[config.mk]
export PLATFORM = sky130hd
export DESIGN_NAME = reference_input_priority_regs
export DESIGN_NICKNAME = d
export VERILOG_FILES = /design/src/inc/rank_regs_pkg.sv /design/src/rtl/reference_input_priority_regs.sv
export SDC_FILE = /design/constraint.sdc
export NUM_CORES = 1
export LEC_CHECK = 0
export BUFFER_PORTS_ARGS = -buffer_cell sky130_fd_sc_hd__clkbuf_2
export CAP_MARGIN = 10
export CORE_AREA = 2 2 68 102
export DETAILED_ROUTE_END_ITERATION = 10
export DIE_AREA = 0 0 70 104
export SLEW_MARGIN = 25
export SYNTH_ARGS = -nofsm -noshare
export SYNTH_HDL_FRONTEND = slang
export SYNTH_SLANG_ARGS = --single-unit
[constraint.sdc]
create_clock -name i_sys_clk -period 5.7 [get_ports i_sys_clk]
set_input_delay 1.14 -clock i_sys_clk [delete_from_list [all_inputs] [get_ports i_sys_clk]]
set_output_delay 1.14 -clock i_sys_clk [all_outputs]
set_load 0.05 [all_outputs]
[src/inc/rank_regs_pkg.sv]
package rank_regs_pkg;

    // ----------------------------------------------------------------
    // register offsets on the microprocessor port
    // ----------------------------------------------------------------
    localparam logic [7:0] ADDR_RANK_PAIR_ONE_TWO    = 8'h18;
    localparam logic [7:0] ADDR_RANK_PAIR_THREE_FOUR = 8'h19;
    localparam logic [7:0] ADDR_SOURCE_SELECT        = 8'h4B;

    // ----------------------------------------------------------------
    // field positions, rank width and input count
    // ----------------------------------------------------------------
    localparam int BANK_SELECT_BIT = 4;
    localparam int RANK_WIDTH      = 4;
    localparam int NUM_INPUTS      = 4;

    // ----------------------------------------------------------------
    // values after reset
    // ----------------------------------------------------------------
    localparam logic [7:0] RST_MAIN_PAIR_ONE_TWO    = 8'h32;
    localparam logic [7:0] RST_AUX_PAIR_ONE_TWO     = 8'h00;
    localparam logic [7:0] RST_MAIN_PAIR_THREE_FOUR = 8'h54;
    localparam logic [7:0] RST_AUX_PAIR_THREE_FOUR  = 8'h00;
    localparam logic       RST_BANK_SELECT          = 1'b0;

    // ----------------------------------------------------------------
    // special codes
    // ----------------------------------------------------------------
    localparam logic [3:0] RANK_EXCLUDED = 4'h0;
    localparam logic [2:0] NO_INPUT      = 3'h0;
    localparam logic [7:0] READ_UNMAPPED = 8'h00;

endpackage : rank_regs_pkg

[src/rtl/reference_input_priority_regs.sv]
// Functional notes
// pair one-two: input two [7:4], one [3:0]
// pair three-four: input four [7:4], three [3:0]
// smaller rank value means higher priority
// rank zero excludes input; 1-15 rank it
// bank bit selects main or auxiliary copy
// pair three-four resets 0x54 main, 0x00 auxiliary
// written values are stored and read back
// access touches only the currently selected copy
`timescale 1ns/1ps
`default_nettype none

module reference_input_priority_regs (
    // clock and reset
    input  wire logic       i_sys_clk,
    input  wire logic       i_rst,
    // microprocessor port
    input  wire logic [7:0] i_addr,
    input  wire logic       i_wr_stb,
    input  wire logic       i_rd_stb,
    input  wire logic [7:0] i_wr_data,
    output logic      [7:0] o_rd_data,
    output logic            o_rd_valid,
    // selection results
    output logic            o_bank_select,
    output logic      [2:0] o_main_best_input,
    output logic      [2:0] o_aux_best_input
);

    // ----------------------------------------------------------------
    // helpers
    // ----------------------------------------------------------------
    // rank of input k (1..4) in a packed vector of four ranks
    function automatic logic [3:0] rank_of(input logic [15:0] r, input logic [2:0] k);
        logic [3:0] v;
        case (k)
            3'h1:    v = r[3:0];
            3'h2:    v = r[7:4];
            3'h3:    v = r[11:8];
            3'h4:    v = r[15:12];
            default: v = rank_regs_pkg::RANK_EXCLUDED;
        endcase
        return v;
    endfunction : rank_of

    // a beats b when a is enabled and b is excluded or larger
    function automatic logic beats(input logic [3:0] a, input logic [3:0] b);
        return (a != rank_regs_pkg::RANK_EXCLUDED) &&
               ((b == rank_regs_pkg::RANK_EXCLUDED) || (a < b));
    endfunction : beats

    // best enabled input, lower index wins a tie, zero when none
    function automatic logic [2:0] best_of(input logic [15:0] r);
        logic [2:0] best;
        logic [3:0] cand;
        best = rank_regs_pkg::NO_INPUT;
        for (int i = 1; i <= rank_regs_pkg::NUM_INPUTS; i++) begin
            cand = rank_of(r, 3'(i));
            if (beats(cand, rank_of(r, best))) begin
                best = 3'(i);
            end
        end
        return best;
    endfunction : best_of

    // ----------------------------------------------------------------
    // storage
    // ----------------------------------------------------------------
    logic [7:0] main_pair12_reg;
    logic [7:0] aux_pair12_reg;
    logic [7:0] main_pair34_reg;
    logic [7:0] aux_pair34_reg;
    logic       bank_reg;

    // ----------------------------------------------------------------
    // decode
    // ----------------------------------------------------------------
    wire logic        hit_pair12 = (i_addr == rank_regs_pkg::ADDR_RANK_PAIR_ONE_TWO);
    wire logic        hit_pair34 = (i_addr == rank_regs_pkg::ADDR_RANK_PAIR_THREE_FOUR);
    wire logic        hit_select = (i_addr == rank_regs_pkg::ADDR_SOURCE_SELECT);
    wire logic        wr_main12  = i_wr_stb && hit_pair12 && !bank_reg;
    wire logic        wr_aux12   = i_wr_stb && hit_pair12 &&  bank_reg;
    wire logic        wr_main34  = i_wr_stb && hit_pair34 && !bank_reg;
    wire logic        wr_aux34   = i_wr_stb && hit_pair34 &&  bank_reg;
    wire logic        wr_select  = i_wr_stb && hit_select;
    wire logic [15:0] main_ranks = {main_pair34_reg, main_pair12_reg};
    wire logic [15:0] aux_ranks  = {aux_pair34_reg, aux_pair12_reg};

    // read selection follows the bank bit at the time of the read
    wire logic [7:0]  pair12_sel = bank_reg ? aux_pair12_reg : main_pair12_reg;
    wire logic [7:0]  pair34_sel = bank_reg ? aux_pair34_reg : main_pair34_reg;
    wire logic [7:0]  select_rd  = {3'h0, bank_reg, 4'h0};
    wire logic [7:0]  rd_mux     = hit_pair12 ? pair12_sel :
                                   hit_pair34 ? pair34_sel :
                                   hit_select ? select_rd  :
                                   rank_regs_pkg::READ_UNMAPPED;

    // ----------------------------------------------------------------
    // rank registers, both copies
    // ----------------------------------------------------------------
    always_ff @(posedge i_sys_clk or posedge i_rst) begin
        if (i_rst) begin
            main_pair12_reg <= rank_regs_pkg::RST_MAIN_PAIR_ONE_TWO;
            aux_pair12_reg  <= rank_regs_pkg::RST_AUX_PAIR_ONE_TWO;
            main_pair34_reg <= rank_regs_pkg::RST_MAIN_PAIR_THREE_FOUR;
            aux_pair34_reg  <= rank_regs_pkg::RST_AUX_PAIR_THREE_FOUR;
        end else begin
            if (wr_main12) main_pair12_reg <= i_wr_data;
            if (wr_aux12)  aux_pair12_reg  <= i_wr_data;
            if (wr_main34) main_pair34_reg <= i_wr_data;
            if (wr_aux34)  aux_pair34_reg  <= i_wr_data;
        end
    end

    // bank select bit, other bits of that register read zero
    always_ff @(posedge i_sys_clk or posedge i_rst) begin
        if (i_rst) begin
            bank_reg <= rank_regs_pkg::RST_BANK_SELECT;
        end else if (wr_select) begin
            bank_reg <= i_wr_data[rank_regs_pkg::BANK_SELECT_BIT];
        end
    end

    // read data, one cycle after the strobe
    always_ff @(posedge i_sys_clk or posedge i_rst) begin
        if (i_rst) begin
            o_rd_data  <= rank_regs_pkg::READ_UNMAPPED;
            o_rd_valid <= 1'b0;
        end else begin
            o_rd_data  <= i_rd_stb ? rd_mux : rank_regs_pkg::READ_UNMAPPED;
            o_rd_valid <= i_rd_stb;
        end
    end

    // best input per path, smallest enabled rank
    always_ff @(posedge i_sys_clk or posedge i_rst) begin
        if (i_rst) begin
            o_main_best_input <= rank_regs_pkg::NO_INPUT;
            o_aux_best_input  <= rank_regs_pkg::NO_INPUT;
        end else begin
            o_main_best_input <= best_of(main_ranks);
            o_aux_best_input  <= best_of(aux_ranks);
        end
    end

    // bank bit mirrored out
    assign o_bank_select = bank_reg;

    // ----------------------------------------------------------------
    // assertions
    // ----------------------------------------------------------------
    // smallest enabled rank, for checking the choice
    function automatic logic [3:0] min_enabled(input logic [15:0] r);
        logic [3:0] m;
        m = rank_regs_pkg::RANK_EXCLUDED;
        for (int i = 1; i <= rank_regs_pkg::NUM_INPUTS; i++) begin
            if (beats(rank_of(r, 3'(i)), m)) m = rank_of(r, 3'(i));
        end
        return m;
    endfunction : min_enabled

    pair12_fields_a: assert property (@(posedge i_sys_clk) disable iff (i_rst)
        wr_main12 |=> rank_of(main_ranks, 3'h1) == $past(i_wr_data[3:0]) &&
                      rank_of(main_ranks, 3'h2) == $past(i_wr_data[7:4]))
        else $error("pair one-two fields misplaced");

    pair34_fields_a: assert property (@(posedge i_sys_clk) disable iff (i_rst)
        wr_aux34 |=> rank_of(aux_ranks, 3'h3) == $past(i_wr_data[3:0]) &&
                     rank_of(aux_ranks, 3'h4) == $past(i_wr_data[7:4]))
        else $error("pair three-four fields misplaced");

    best_smallest_a: assert property (@(posedge i_sys_clk) disable iff (i_rst)
        ##1 (o_main_best_input != rank_regs_pkg::NO_INPUT) |->
            rank_of($past(main_ranks), o_main_best_input) == min_enabled($past(main_ranks)))
        else $error("main choice is not the smallest rank");

    zero_excluded_a: assert property (@(posedge i_sys_clk) disable iff (i_rst)
        ##1 (o_aux_best_input == rank_regs_pkg::NO_INPUT) == ($past(aux_ranks) == 16'h0000))
        else $error("auxiliary choice ignores zero ranks wrongly");

    bank_read_a: assert property (@(posedge i_sys_clk) disable iff (i_rst)
        (i_rd_stb && hit_pair12 && bank_reg) |=> o_rd_valid && o_rd_data == $past(aux_pair12_reg))
        else $error("auxiliary copy not read with bank set");

    reset_values_a: assert property (@(posedge i_sys_clk)
        $fell(i_rst) |-> main_pair34_reg == 8'h54 && aux_pair34_reg == 8'h00)
        else $error("pair three-four reset values wrong");

    write_readback_a: assert property (@(posedge i_sys_clk) disable iff (i_rst)
        (i_wr_stb && hit_pair34 && !wr_select) ##1 (i_rd_stb && hit_pair34 && !i_wr_stb)
        |=> o_rd_data == $past(i_wr_data, 2))
        else $error("written value not read back");

    other_copy_kept_a: assert property (@(posedge i_sys_clk) disable iff (i_rst)
        wr_main12 |=> $stable(aux_pair12_reg))
        else $error("write disturbed the other copy");

    cover_aux_write_c: cover property (@(posedge i_sys_clk) disable iff (i_rst)
        wr_select ##1 (bank_reg && wr_aux12));
    cover_none_c: cover property (@(posedge i_sys_clk) disable iff (i_rst)
        o_main_best_input == rank_regs_pkg::NO_INPUT);
    cover_input_four_c: cover property (@(posedge i_sys_clk) disable iff (i_rst)
        o_aux_best_input == 3'h4);

endmodule : reference_input_priority_regs

`default_nettype wire

### After elaboration in Yosys (flattened, before gate mapping)

Cells that the tools add are included.

* shifts and indexed selects: 0
* divide/modulo/power cells: 0
* muxes and demuxes: 20
* equal/unequal tests: 27
* reduce and logical (&&, ||, !) cells: 34
* $mul: 0
* bitwise gates (word level): 0
* $lt $le $gt $ge: 6
* $add $sub $neg: 0

Operators with widths (count)
* case mux 4 bit (4 select lines): 6
* two-way mux 8 bit: 5
* nonzero test 4 bit: 8
* equality test 3 x 2 -> 1 bit, second input constant: 10
* zero test 4 bit: 6
* less-than comparator 4 bit: 6
* equality test 8 x 5 -> 1 bit, second input constant: 2
* equality test 3 x 1 -> 1 bit, second input constant: 5
* equality test 3 bit, second input constant: 5
* two-way mux 3 bit: 5
* logical AND 1 bit: 13
* equality test 8 x 7 -> 1 bit, second input constant: 1
* logical OR 1 bit: 6
* two-way mux 5 bit: 1
* equality test 1 x 2 -> 1 bit, second input constant: 2
* equality test 1 x 3 -> 1 bit, second input constant: 1
* two-way mux 1 bit: 2
* two-way mux 2 bit: 1
* equality test 1 bit, second input constant: 1
* zero test 1 bit: 1

* RAM bits: 0
* bits in registers: 48
* output and inout bits: 16
* latch bits: 0
* memory bits (read-only): 0
* input port bits: 20
* memories kept: 0
* logic and storage cells: 96

### Logic depth before layout (Yosys ltp)

Gate-level depths: netlist of the first run.

* word-level depth: 20
* mapped depth: 19
* mapped depth without buffers: 19

### Least setup slack after synthesis of the first run

OpenSTA, ideal clock, no wires.

* path type: register to register
* start point: register main_pair12_reg[1]
* end point: register o_main_best_input[1]
* setup time: 0.156 ns
* required time: 5.544 ns
* arrival: 4.022 ns
* slack: 1.522 ns
* stages on the path, launching flop included: 19
* path buffers: 0
* clock period less this slack: 4.178 ns
* cells stage by stage: dfstp_2 > inv_1 > ha_1 > nand2_1 > o21ai_0 > a211oi_4 > mux2i_1 > ha_1 > a21o_1 > a211oi_1 > nand3_1 > mux2i_1 > nor2_4 > mux2_4 > ha_1 > o21ai_0 > o21ai_0 > a21oi_1 > o32ai_1

* cells in the longest elaborated chain, start to end: 20
* elaborated cells on any way between the ends: 32
* classes of those cells: 3 x order compare; 12 x eq/ne; 7 x mux; 10 x reduce/logical

Ends and longest elaborated chain
* from (decl): RTL line reference_input_priority_regs.sv:69 `logic [7:0] main_pair12_reg;`
* from (signal assigned): RTL line reference_input_priority_regs.sv:103 `main_pair12_reg <= rank_regs_pkg::RST_MAIN_PAIR_ONE_TWO;`
* from (signal assigned): RTL line reference_input_priority_regs.sv:108 `if (wr_main12) main_pair12_reg <= i_wr_data;`
* nonzero test 4 bit: RTL line reference_input_priority_regs.sv:48 `return (a != rank_regs_pkg::RANK_EXCLUDED) &&`
* two-way mux 1 bit: RTL line reference_input_priority_regs.sv:59 `if (beats(cand, rank_of(r, best))) begin`
* equality test 1 x 3 -> 1 bit (tied with other cells): RTL line reference_input_priority_regs.sv:36 `case (k)`
* case mux 4 bit (4 select lines): RTL line reference_input_priority_regs.sv:36
* less-than comparator 4 bit / zero test 4 bit (equally long branches): RTL line reference_input_priority_regs.sv:49 `((b == rank_regs_pkg::RANK_EXCLUDED) || (a < b));`
* logical OR 1 bit: RTL line reference_input_priority_regs.sv:49
* logical AND 1 bit: RTL line reference_input_priority_regs.sv:48
* two-way mux 2 bit: RTL line reference_input_priority_regs.sv:59
* [... 4 more ...]
* logical AND 1 bit: RTL line reference_input_priority_regs.sv:48
* two-way mux 3 bit: RTL line reference_input_priority_regs.sv:59
* equality test 3 bit (tied with other cells): RTL line reference_input_priority_regs.sv:36
* case mux 4 bit (4 select lines): RTL line reference_input_priority_regs.sv:36
* less-than comparator 4 bit / zero test 4 bit (equally long branches): RTL line reference_input_priority_regs.sv:49
* logical OR 1 bit: RTL line reference_input_priority_regs.sv:49
* logical AND 1 bit: RTL line reference_input_priority_regs.sv:48
* two-way mux 3 bit (*): RTL line reference_input_priority_regs.sv:59
* to (signal assigned): RTL line reference_input_priority_regs.sv:138 `o_main_best_input <= rank_regs_pkg::NO_INPUT;`
* to (signal assigned): RTL line reference_input_priority_regs.sv:141 `o_main_best_input <= best_of(main_ranks);`
* to (decl): RTL line reference_input_priority_regs.sv:26 `output logic [2:0] o_main_best_input,`

Mark *: on every way between the ends. The rest lies on a longest branch, timed or not.
A chain may end at the register's enable or synchronous reset.

### Worst setup path after layout of the first run

* start point: register main_pair12_reg[2]
* end point: register o_main_best_input[1]

The elaborated chain is that of the path after synthesis.

==> run_results.csv, run 1 <==
group,metric,value,unit
clocking,clockBufferDepth,2,
setup_path,crit_path_end_kind,"flop",
clocking,clk_pin_slew,0.09,ns
setup_path,max_stage_delay,0.46,ns
timing,max_slew_margin,39.6,%
floorplanning,die-area,0.00728,mm^2
timing,worst_pin_slew,0.907,ns
drt,drtPass1Iterations,4,
drt,drt-initial-drc-count,83,
finish,fillers,620,
floorplanning,start_util,44.9,%
finish,register_area,0.00121,mm^2
finish,final_cell_mix,"dfrtp_1, clkbuf_2, mux2_2",
floorplanning,ios,36,
yosys,avgSynthCellArea,11.3,um^2
timing,final.setup.tns,0,ns
clocking,htree_levels,2,
power,p_leak,1.56,nW
drt,wl_met2,3.65,mm
placement,port_buffers,35,
drt,vias,2181,
placement,placed_cells,362,
drt,met1Wirelength,2.81,mm
timing,hold_violations,0,
finish,fin_util,50.5,%
grt,grt_pass1_wl,11.3,mm
yosys,synth-main-ff-cell,"dfrtp_1",
clocking,clkSinkCount,48,
finish,final_common_cell,"dfrtp_1",
drt,vias_per_cell,5.89,
yosys,synth_edf_count,0,
timing,grt_setup_unrepaired,"no",
power,vdd.ir_drop.worst,0.000213,V
grt,grt_pass1_vias,2281,
finish,areaGrowthSynthToFinish,12.5,%
flow_run,max_cap_viol_count,0,
drt,wire_per_inst,18.4,um
clocking,cts-resized-gates,0,
finish,stdcell_area,0.00323,mm^2
setup_path,cp_slowest_cell,"dfrtp_1",
power,power_per_cell_area,226,mW/mm^2
drt,wl_met3,130,um
timing,whs,0.593,ns
setup_path,start_kind,"flop",
setup_path,crit_required,5.88,ns
timing,min_period_over_period,84.2,%
clocking,cts_tree,"yes",
timing,fin_skew,0.00698,ns
floorplanning,die_w,70,um
drt,totalWireLength,6.83,mm
setup_path,path_buf_inv,1,
finish,multi_input_area,0.00159,mm^2
yosys,postSynthRegisterBits,48,
setup_path,cp_max_fo,6,
finish,antennaDiodeCount,0,
placement,gp_congestion,0.783,
grt,grt_max_degree,49,
timing,drv_slew,0,
run_status,status,"finished clean",
finish,drive_gt1_share,32.3,%
clocking,root_buffer,"clkbuf_8",
clocking,numCtsBuffers,5,
placement,dp_hpwl,5.33,mm
finish,layoutNonFillerInstCount,370,
timing,period_minus_slack,4.80,ns
setup_path,crit_chain,"inv_1, ha_1, a21oi_1, o21ai_0, a211oi_4, mux2i_1, ha_1, a21o_1, a211oi_1, nand3_1, mux2i_1, nor2_4, mux2_4, ha_1, nand3_1, a21oi_1, a21oi_1, o32ai_1",
timing,setup_viol,0,
floorplanning,die_h,104,um
yosys,syn_nets,292,
yosys,ys_types,46,
floorplanning,design.core.area,0.00640,mm^2
floorplanning,row_count,36,
yosys,yosysWarnings,0,
timing,fmax,208,MHz
drt,final_antenna_net_count,0,
hold_path,min_path_type,"flop to flop",
drt,top_layer,"met4",
placement,dpl_cell_area,0.00313,mm^2
setup_path,crit_arrival,4.98,ns
yosys,syn-cell-area,0.00287,mm^2
grt,grt_usage,19.6,%
setup_path,path_class,"flop to flop",
yosys,ys_seq_area_share,42.1,%
finish,nets,331,
clocking,clk_latency,0.30,ns
yosys,async_flop_share,100,%
clocking,ctsHoldBuffers,0,
drt,drcViolationCount,0,
clocking,post_cts_buffers,0,
grt,grt_antenna_before_repair,0,
yosys,post_synth_inst_count,254,
grt,gr-total-overflow,0,
setup_path,path_delay_family,"compound AO/OA/AOI/OAI gates",
## synth_stat cells, types with 3 or more instances
cell type   n  area share (%)
a211oi_1    4             1.0
a21o_1      5             1.3
a21oi_1     6             1.0
a22oi_1     3            0.78
dfrtp_1    42              37
dfstp_2     6             5.5
ha_1       18             7.9
inv_1      14             1.8
mux2_2     34              13
mux2i_1    20             7.0
nand2_1     7            0.92
nand3_1     5            0.87
nor2_1     15             2.0
nor2b_1     3            0.65
nor4_1      7             1.5
o21a_1      6             1.6
o21ai_0     9             1.6
o22a_1      8             2.4
or2_2       3            0.65
or4_1       4             1.0
## cell families (layout without fill, tap and decap cells)
logic type | after synthesis | after routing | synth area share [%]
adders and majority gates | 18 | 18 | 7.85
AOI/OAI and AO/OA | 58 | 58 | 15.0
and+or+nand+nor | 56 | 56 | 11.3
muxes | 56 | 56 | 21.4
buffers and inverters | 18 | 58 | 2.36
DFF | 48 | 48 | 42.1
## area by class of cell
cell class,instances,area share (%)
sequential,48,37.4
multi-input combinational,188,49.3
inverter,14,1.67
tap,76,2.95
clock inverter,1,0.271
timing repair buffer,36,5.66
clock buffer,7,2.67
## final timing paths
kind	start	to	slack, ns	cells past startpoint
max	main_pair12_reg[2]$_DFFE_PP0P_	o_main_best_input[1]$_DFF_PP0_	0.90	18
max reg2reg	main_pair12_reg[2]$_DFFE_PP0P_	o_main_best_input[1]$_DFF_PP0_	0.90	18
min in group asynchronous	i_rst	o_rd_data[3]$_DFF_PP0_	0.95	2
min reg2reg	aux_pair34_reg[7]$_DFFE_PP0P_	aux_pair34_reg[7]$_DFFE_PP0P_	0.59	1
min	aux_pair34_reg[7]$_DFFE_PP0P_	aux_pair34_reg[7]$_DFFE_PP0P_	0.59	1
max in group asynchronous	i_rst	main_pair34_reg[3]$_DFFE_PP0P_	4.25	2
## per-stage QoR
step	setup WS [ns]	total power, mW
2_1_floorplan	1.52	0.483
3_3_place_gp	0.898	0.525
3_5_place_dp	0.884	0.527
4_1_cts	0.843	0.736
5_1_grt	0.395	0.765
6_report	0.899	0.729
## report_power, final
part / internal (mW) / leakage (nW) / switching (mW) / total (mW)
Clock: 0.0995 / 0.0484 / 0.111 / 0.211
Combinational: 0.0537 / 0.866 / 0.0942 / 0.148
Sequential: 0.356 / 0.641 / 0.0145 / 0.370
Total: 0.509 / 1.56 / 0.220 / 0.729
## layer usage
layer / up-vias / GRT usage (%)
li1: 1042 / -
met1: 1090 / 23.3
met2: 32 / 35.0
met3: 17 / 2.13
met4: 0 / 8.24
met5: - / 0
No activity file was read; power rests on OpenSTA's default activity.
==> inputs of run 2 (changes only) <==
--- a/config.mk
+++ b/config.mk
@@ -10,6 +10,7 @@
 export CORE_AREA = 2 2 68 102
 export DETAILED_ROUTE_END_ITERATION = 10
 export DIE_AREA = 0 0 70 104
+export PLACE_DENSITY = 0.67
 export SLEW_MARGIN = 25
 export SYNTH_ARGS = -nofsm -noshare
 export SYNTH_HDL_FRONTEND = slang
==> constraint.sdc (replaced) <==
create_clock -name i_sys_clk -period 3.85 [get_ports i_sys_clk]
set_input_delay 0.77 -clock i_sys_clk [delete_from_list [all_inputs] [get_ports i_sys_clk]]
set_output_delay 0.77 -clock i_sys_clk [all_outputs]
set_load 0.05 [all_outputs]
==> run 2 against run 1 <==
The run now ends with negative setup slack left. Sequential share of layout area shrank 7.2 points. Routed wire length grew 14%. Non-clock buffer count grew 56. Via count grew 13%. Critical path depth grew 1. Largest power group unchanged. Highest routed layer unchanged. Power grew 65%. Register-to-register slack lost 1.1 ns. Hold slack lost 0.037 ns. Final area grew 24%. Die area is the same.
==> run_results.csv, run 2 (synthesis gave the netlist of run 1 again) <==
group,metric,value,unit
timing,fmax,248,MHz
setup_path,path_buf_inv,1,
finish,antennaDiodeCount,0,
timing,period_minus_slack,4.04,ns
placement,dpl_cell_area,0.00348,mm^2
drt,final_antenna_net_count,0,
drt,wire_per_inst,18.3,um
finish,stdcell_area,0.00400,mm^2
timing,setup_viol,6,
floorplanning,die-area,0.00728,mm^2
setup_path,crit_top_cell,"o21a_1",
setup_path,path_delay_family,"compound AO/OA/AOI/OAI gates",
timing,layout_setup_ws,-0.190,ns
finish,fillers,518,
drt,drt-initial-drc-count,88,
finish,final_cell_mix,"buf_4, dfrtp_1, clkbuf_2",
timing,grt_setup_unrepaired,"yes",
grt,gr-total-overflow,0,
floorplanning,die_h,104,um
floorplanning,ios,36,
clocking,clk_pin_slew,0.10,ns
run_status,status,"finished, violations left",
finish,register_area,0.00121,mm^2
setup_path,crit_path_end_kind,"flop",
power,p_leak,1.88,nW
setup_path,start_kind,"flop",
grt,grt_usage,22.1,%
finish,final_common_cell,"buf_4",
drt,totalWireLength,7.81,mm
clocking,root_buffer,"clkbuf_8",
timing,max_slew_margin,45.8,%
setup_path,crit_required,4.05,ns
placement,gp_congestion,0.937,
finish,areaGrowthSynthToFinish,39.2,%
timing,min_period_over_period,105,%
clocking,clkSinkCount,48,
grt,grt_pass1_vias,2601,
power,finalPower,1.20,mW
grt,grt_antenna_before_repair,0,
floorplanning,die_w,70,um
drt,drcViolationCount,0,
placement,placed_cells,398,
clocking,cts_tree,"yes",
clocking,htree_levels,2,
timing,worst_pin_slew,0.812,ns
drt,vias,2470,
finish,drive_gt1_share,56.3,%
flow_run,max_cap_viol_count,0,
power,power_per_cell_area,301,mW/mm^2
clocking,numCtsBuffers,5,
timing,fin_skew,0.0103,ns
setup_path,crit_arrival,4.24,ns
grt,grt_pass1_wl,12.7,mm
setup_path,crit_chain,"inv_1, ha_1, o21a_1, nor2_2, or2_4, o21ai_4, mux2i_2, ha_2, o21a_1, o21a_1, o22ai_2, a31o_4, o21a_1, a2bb2oi_2, ha_1, a21o_1, a21o_1, a211oi_2, a22oi_1",
floorplanning,design.core.area,0.00640,mm^2
clocking,clockBufferDepth,2,
clocking,ctsHoldBuffers,0,
floorplanning,row_count,36,
setup_path,max_stage_delay,0.36,ns
drt,drtPass1Iterations,4,
finish,layoutNonFillerInstCount,426,
placement,dp_hpwl,5.60,mm
floorplanning,start_util,44.9,%
finish,nets,387,
setup_path,path_class,"flop to flop",
clocking,clk_latency,0.32,ns
setup_path,cp_slowest_cell,"dfrtp_1",
setup_path,r2r_cells,19,
hold_path,min_path_type,"primary input to asynchronous set/reset pin",
power,vdd.ir_drop.worst,0.000249,V
setup_path,cp_max_fo,3,
timing,hold_violations,0,
drt,vias_per_cell,5.80,
finish,multi_input_area,0.00192,mm^2
timing,drv_slew,0,
setup_path,cp.depth,19,
placement,port_buffers,35,
grt,grt_max_degree,49,
run_status,failed_checks,"negative setup slack",
## run 2: worst paths after layout
path | startpoint | endpoint | slack [ns]
worst min register to register | aux_pair34_reg[5]$_DFFE_PP0P_ | aux_pair34_reg[5]$_DFFE_PP0P_ | 0.61
worst min-delay path | i_rst | o_main_best_input[1]$_DFF_PP0_ | 0.56
min in group i_sys_clk | i_rd_stb | o_rd_valid$_DFF_PP0_ | 0.57
max in group asynchronous | i_rst | main_pair34_reg[0]$_DFFE_PP0P_ | 2.80
worst max register to register | aux_pair12_reg[3]$_DFFE_PP0P_ | o_aux_best_input[0]$_DFF_PP0_ | -0.19
worst max-delay path | aux_pair12_reg[3]$_DFFE_PP0P_ | o_aux_best_input[0]$_DFF_PP0_ | -0.19
## run 2: routing by layer
metal	wire, um	up-vias	GRT usage, %
met5	0	-	0
met4	257	0	10.0
met3	212	26	3.20
met1	2990	1223	23.9
met2	4340	67	41.6
li1	-	1154	-
## run 2: final cells by class
cell class / count / share of cell area, %
clock buffers: 6 / 2.07
clock inverters: 2 / 0.376
repair buffers: 92 / 15.5
well taps: 76 / 2.38
inverters: 14 / 1.35
multi-input cells: 188 / 48.1
flip-flops and latches: 48 / 30.3
## run 2: stage by stage
step / setup WS (ns) / TNS, ns / util (%) / hold WS (ns)
6_report: -0.190 / -0.838 / 62.5 / 0.556
5_1_grt: -0.376 / -1.91 / 62.5 / 0.570
4_1_cts: -0.101 / -0.401 / 60.0 / 0.568
3_5_place_dp: -0.280 / -1.15 / 54.3 / 0.594
3_3_place_gp: -0.256 / -0.734 / 54.3 / 0.586
2_1_floorplan: -0.0836 / -0.186 / - / 0.526
## run 2: repair_timing
action	in CTS	in global routing
pin swaps	27	23
resized for setup	32	17
buffers inserted	11	9
endpoints found under the setup margin	6	6
gates cloned	0	0
## run 2: power breakdown
part           switching [mW]  total [mW]  internal, mW
combinational           0.183       0.334         0.151
clock                   0.181       0.326         0.146
sequential             0.0157       0.542         0.527
total                   0.379        1.20         0.823
==> inputs of run 3 (changes only) <==
--- a/config.mk
+++ b/config.mk
@@ -11,6 +11,7 @@
 export DETAILED_ROUTE_END_ITERATION = 10
 export DIE_AREA = 0 0 70 104
 export PLACE_DENSITY = 0.67
+export SKIP_CTS_REPAIR_TIMING = 1
 export SLEW_MARGIN = 25
 export SYNTH_ARGS = -nofsm -noshare
 export SYNTH_HDL_FRONTEND = slang
==> run 3 against run 2 <==
The flow still finishes with violations (negative setup slack). Final cell count fell by 0.94%. Sequential power barely moved. Hold slack barely moved. Sequential share of layout area rose by 0.76 points. Clock skew barely moved. Critical path depth fell by 1. Critical endpoint is now o_main_best_input[2]$_DFF_PP0_. Largest cell class unchanged.
==> run_results.csv, run 3 (synthesis gave the netlist of run 1 again) <==
group,metric,value,unit
flow_run,max_cap_viol_count,0,
timing,final.setup.tns,-0.864,ns
finish,register_area,0.00121,mm^2
drt,totalWireLength,7.44,mm
placement,dp_hpwl,5.60,mm
power,power_per_cell_area,303,mW/mm^2
floorplanning,row_count,36,
finish,multi_input_area,0.00186,mm^2
setup_path,max_stage_delay,0.38,ns
floorplanning,start_util,44.9,%
hold_path,min_path_type,"primary input to asynchronous set/reset pin",
floorplanning,ios,36,
setup_path,cp_slowest_cell,"dfstp_2",
setup_path,crit_required,4.05,ns
drt,drcViolationCount,0,
grt,grt_antenna_before_repair,0,
timing,max_slew_margin,46.3,%
setup_path,timing.rr.end,"o_main_best_input[2]$_DFF_PP0_",
clocking,clk_latency,0.32,ns
placement,dp_worst_setup_slack,-0.280,ns
setup_path,cp-endpoint,"o_main_best_input[2]$_DFF_PP0_",
grt,busiest_layer,"met2",
timing,layout_setup_ws,-0.181,ns
run_status,status,"finished, violations left",
floorplanning,die-area,0.00728,mm^2
power,finalPower,1.18,mW
finish,final_common_cell,"buf_4",
power,p_leak,1.85,nW
setup_path,crit_arrival,4.24,ns
timing,period_minus_slack,4.03,ns
power,p_int,813,uW
drt,vias,2380,
grt,grt_pass1_vias,2429,
timing,grt_setup_unrepaired,"yes",
grt,grt_usage,20.4,%
power,p_comb_share,26.9,%
clocking,clockBufferDepth,2,
grt,use_met1,22.6,%
setup_path,crit_path_start,"main_pair12_reg[1]$_DFFE_PP1P_",
timing,setup_viol,6,
timing,drv_slew,0,
setup_path,r2r_cells,18,
power,p_clk_share,27.3,%
floorplanning,design.core.area,0.00640,mm^2
clocking,numCtsBuffers,5,
timing,worst_pin_slew,0.804,ns
power,p_seq_share,45.8,%
timing,fmax,248,MHz
run_status,failed_checks,"negative setup slack",
drt,wire_per_inst,17.6,um
finish,antennaDiodeCount,0,
finish,drive_gt1_share,53.2,%
power,p_sw_share,31.3,%
placement,port_buffers,35,
floorplanning,die_h,104,um
timing,fin_skew,0.0104,ns
setup_path,start_kind,"flop",
clocking,root_buffer,"clkbuf_8",
grt,gr-total-overflow,0,
grt,grtUsageMet2,37.3,%
power,p_sw,370,uW
finish,nets,383,
floorplanning,die_w,70,um
finish,areaGrowthSynthToFinish,36.0,%
grt,use_met3,3.00,%
setup_path,cp_max_fo,4,
timing,min_period_over_period,105,%
setup_path,path_class,"flop to flop",
finish,fillers,537,
clocking,htree_levels,2,
drt,drt-initial-drc-count,58,
power,vdd.ir_drop.worst,0.000249,V
setup_path,r2r_slack,-0.18,ns
drt,final_antenna_net_count,0,
clocking,cts_tree,"yes",
finish,final_cell_mix,"buf_4, dfrtp_1, clkbuf_2",
timing,hold_violations,0,
grt,grt_max_degree,49,
drt,drtPass1Iterations,4,
clocking,clkSinkCount,48,
finish,fin_util,61.0,%
drt,vias_per_cell,5.64,
setup_path,worstReg2RegStart,"main_pair12_reg[1]$_DFFE_PP1P_",
setup_path,crit_chain,"buf_6, nor4_4, nor2b_2, a211oi_4, mux2i_1, ha_1, a21o_1, a211oi_2, nand3_1, mux2i_4, nor2_4, mux2_4, ha_4, nand3_2, a21oi_4, buf_4, nor2_2, o22a_1",
grt,grt_pass1_wl,11.7,mm
clocking,clk_pin_slew,0.09,ns
placement,gp_congestion,0.937,
setup_path,crit_path_end_kind,"flop",
run 3: cell types whose count changed in the layout (fill, tap and decap cells not counted), moves of 2 or more:
| cell | previous run | this run |
|---|---|---|
| inv_1 | 8 | 11 |
| ha_1 | 8 | 10 |
| o21ai_1 | 0 | 3 |
| buf_6 | 4 | 2 |
| ha_4 | 8 | 6 |
| buf_4 | 53 | 51 |
| inv_2 | 5 | 2 |
| o21ai_2 | 5 | 2 |
run 3: metal layers:
metal | vias up | share of wire, %
li1 | 1152 | -
met1 | 1177 | 40
met2 | 35 | 55
met3 | 16 | 1.6
met4 | 0 | 3.6
met5 | - | 0
run 3: cell type report:
class	count	area share, %
Multi-Input combinational cell	188	47.8
Sequential cell	48	31.0
Timing Repair Buffer	88	14.9
Tap cell	76	2.44
Clock buffer	6	2.12
Inverter	14	1.38
Clock inverter	2	0.385
run 3: worst max-delay path: cells and delay by family, from the launching register on:
family	cells	cell delay, ns
buffers and inverters	2	0.25
AOI/OAI and AO/OA	5	1.10
and+or+nand+nor	6	0.83
DFF	1	0.38
muxes	3	0.81
adders and majority gates	2	0.55
run 3: worst min-delay path by stage:
stage                                   startpoint                        endpoint  slack, ns  cells past startpoint
floorplan            aux_pair34_reg[4]$_DFFE_PP0P_   aux_pair34_reg[4]$_DFFE_PP0P_       0.53                      1
global route                              i_rd_stb            o_rd_valid$_DFF_PP0_       0.57                      1
finish                                       i_rst  o_main_best_input[1]$_DFF_PP0_       0.56                      2
global placement    main_pair34_reg[7]$_DFFE_PP0P_  main_pair34_reg[7]$_DFFE_PP0P_       0.59                      1
CTS                                       i_rd_stb            o_rd_valid$_DFF_PP0_       0.57                      1
detailed placement   aux_pair34_reg[5]$_DFFE_PP0P_   aux_pair34_reg[5]$_DFFE_PP0P_       0.59                      1
run 3: metrics by stage:
step	hold slack, ns	cell area [um^2]	std cells
3_5_place_dp	0.594	3480	398
4_1_cts	0.568	3570	406
3_3_place_gp	0.586	3480	398
2_1_floorplan	0.526	2940	254
6_report	0.556	3900	422
5_1_grt	0.570	3900	422
run 3: power by group through the flow:
stage | combinational [mW] | sequential (mW) | clock (mW)
floorplan | 0.133 | 0.593 | 0
global placement | 0.261 | 0.550 | 0
detailed placement | 0.265 | 0.551 | 0
CTS | 0.266 | 0.541 | 0.330
global route | 0.342 | 0.544 | 0.348
finish | 0.318 | 0.542 | 0.323
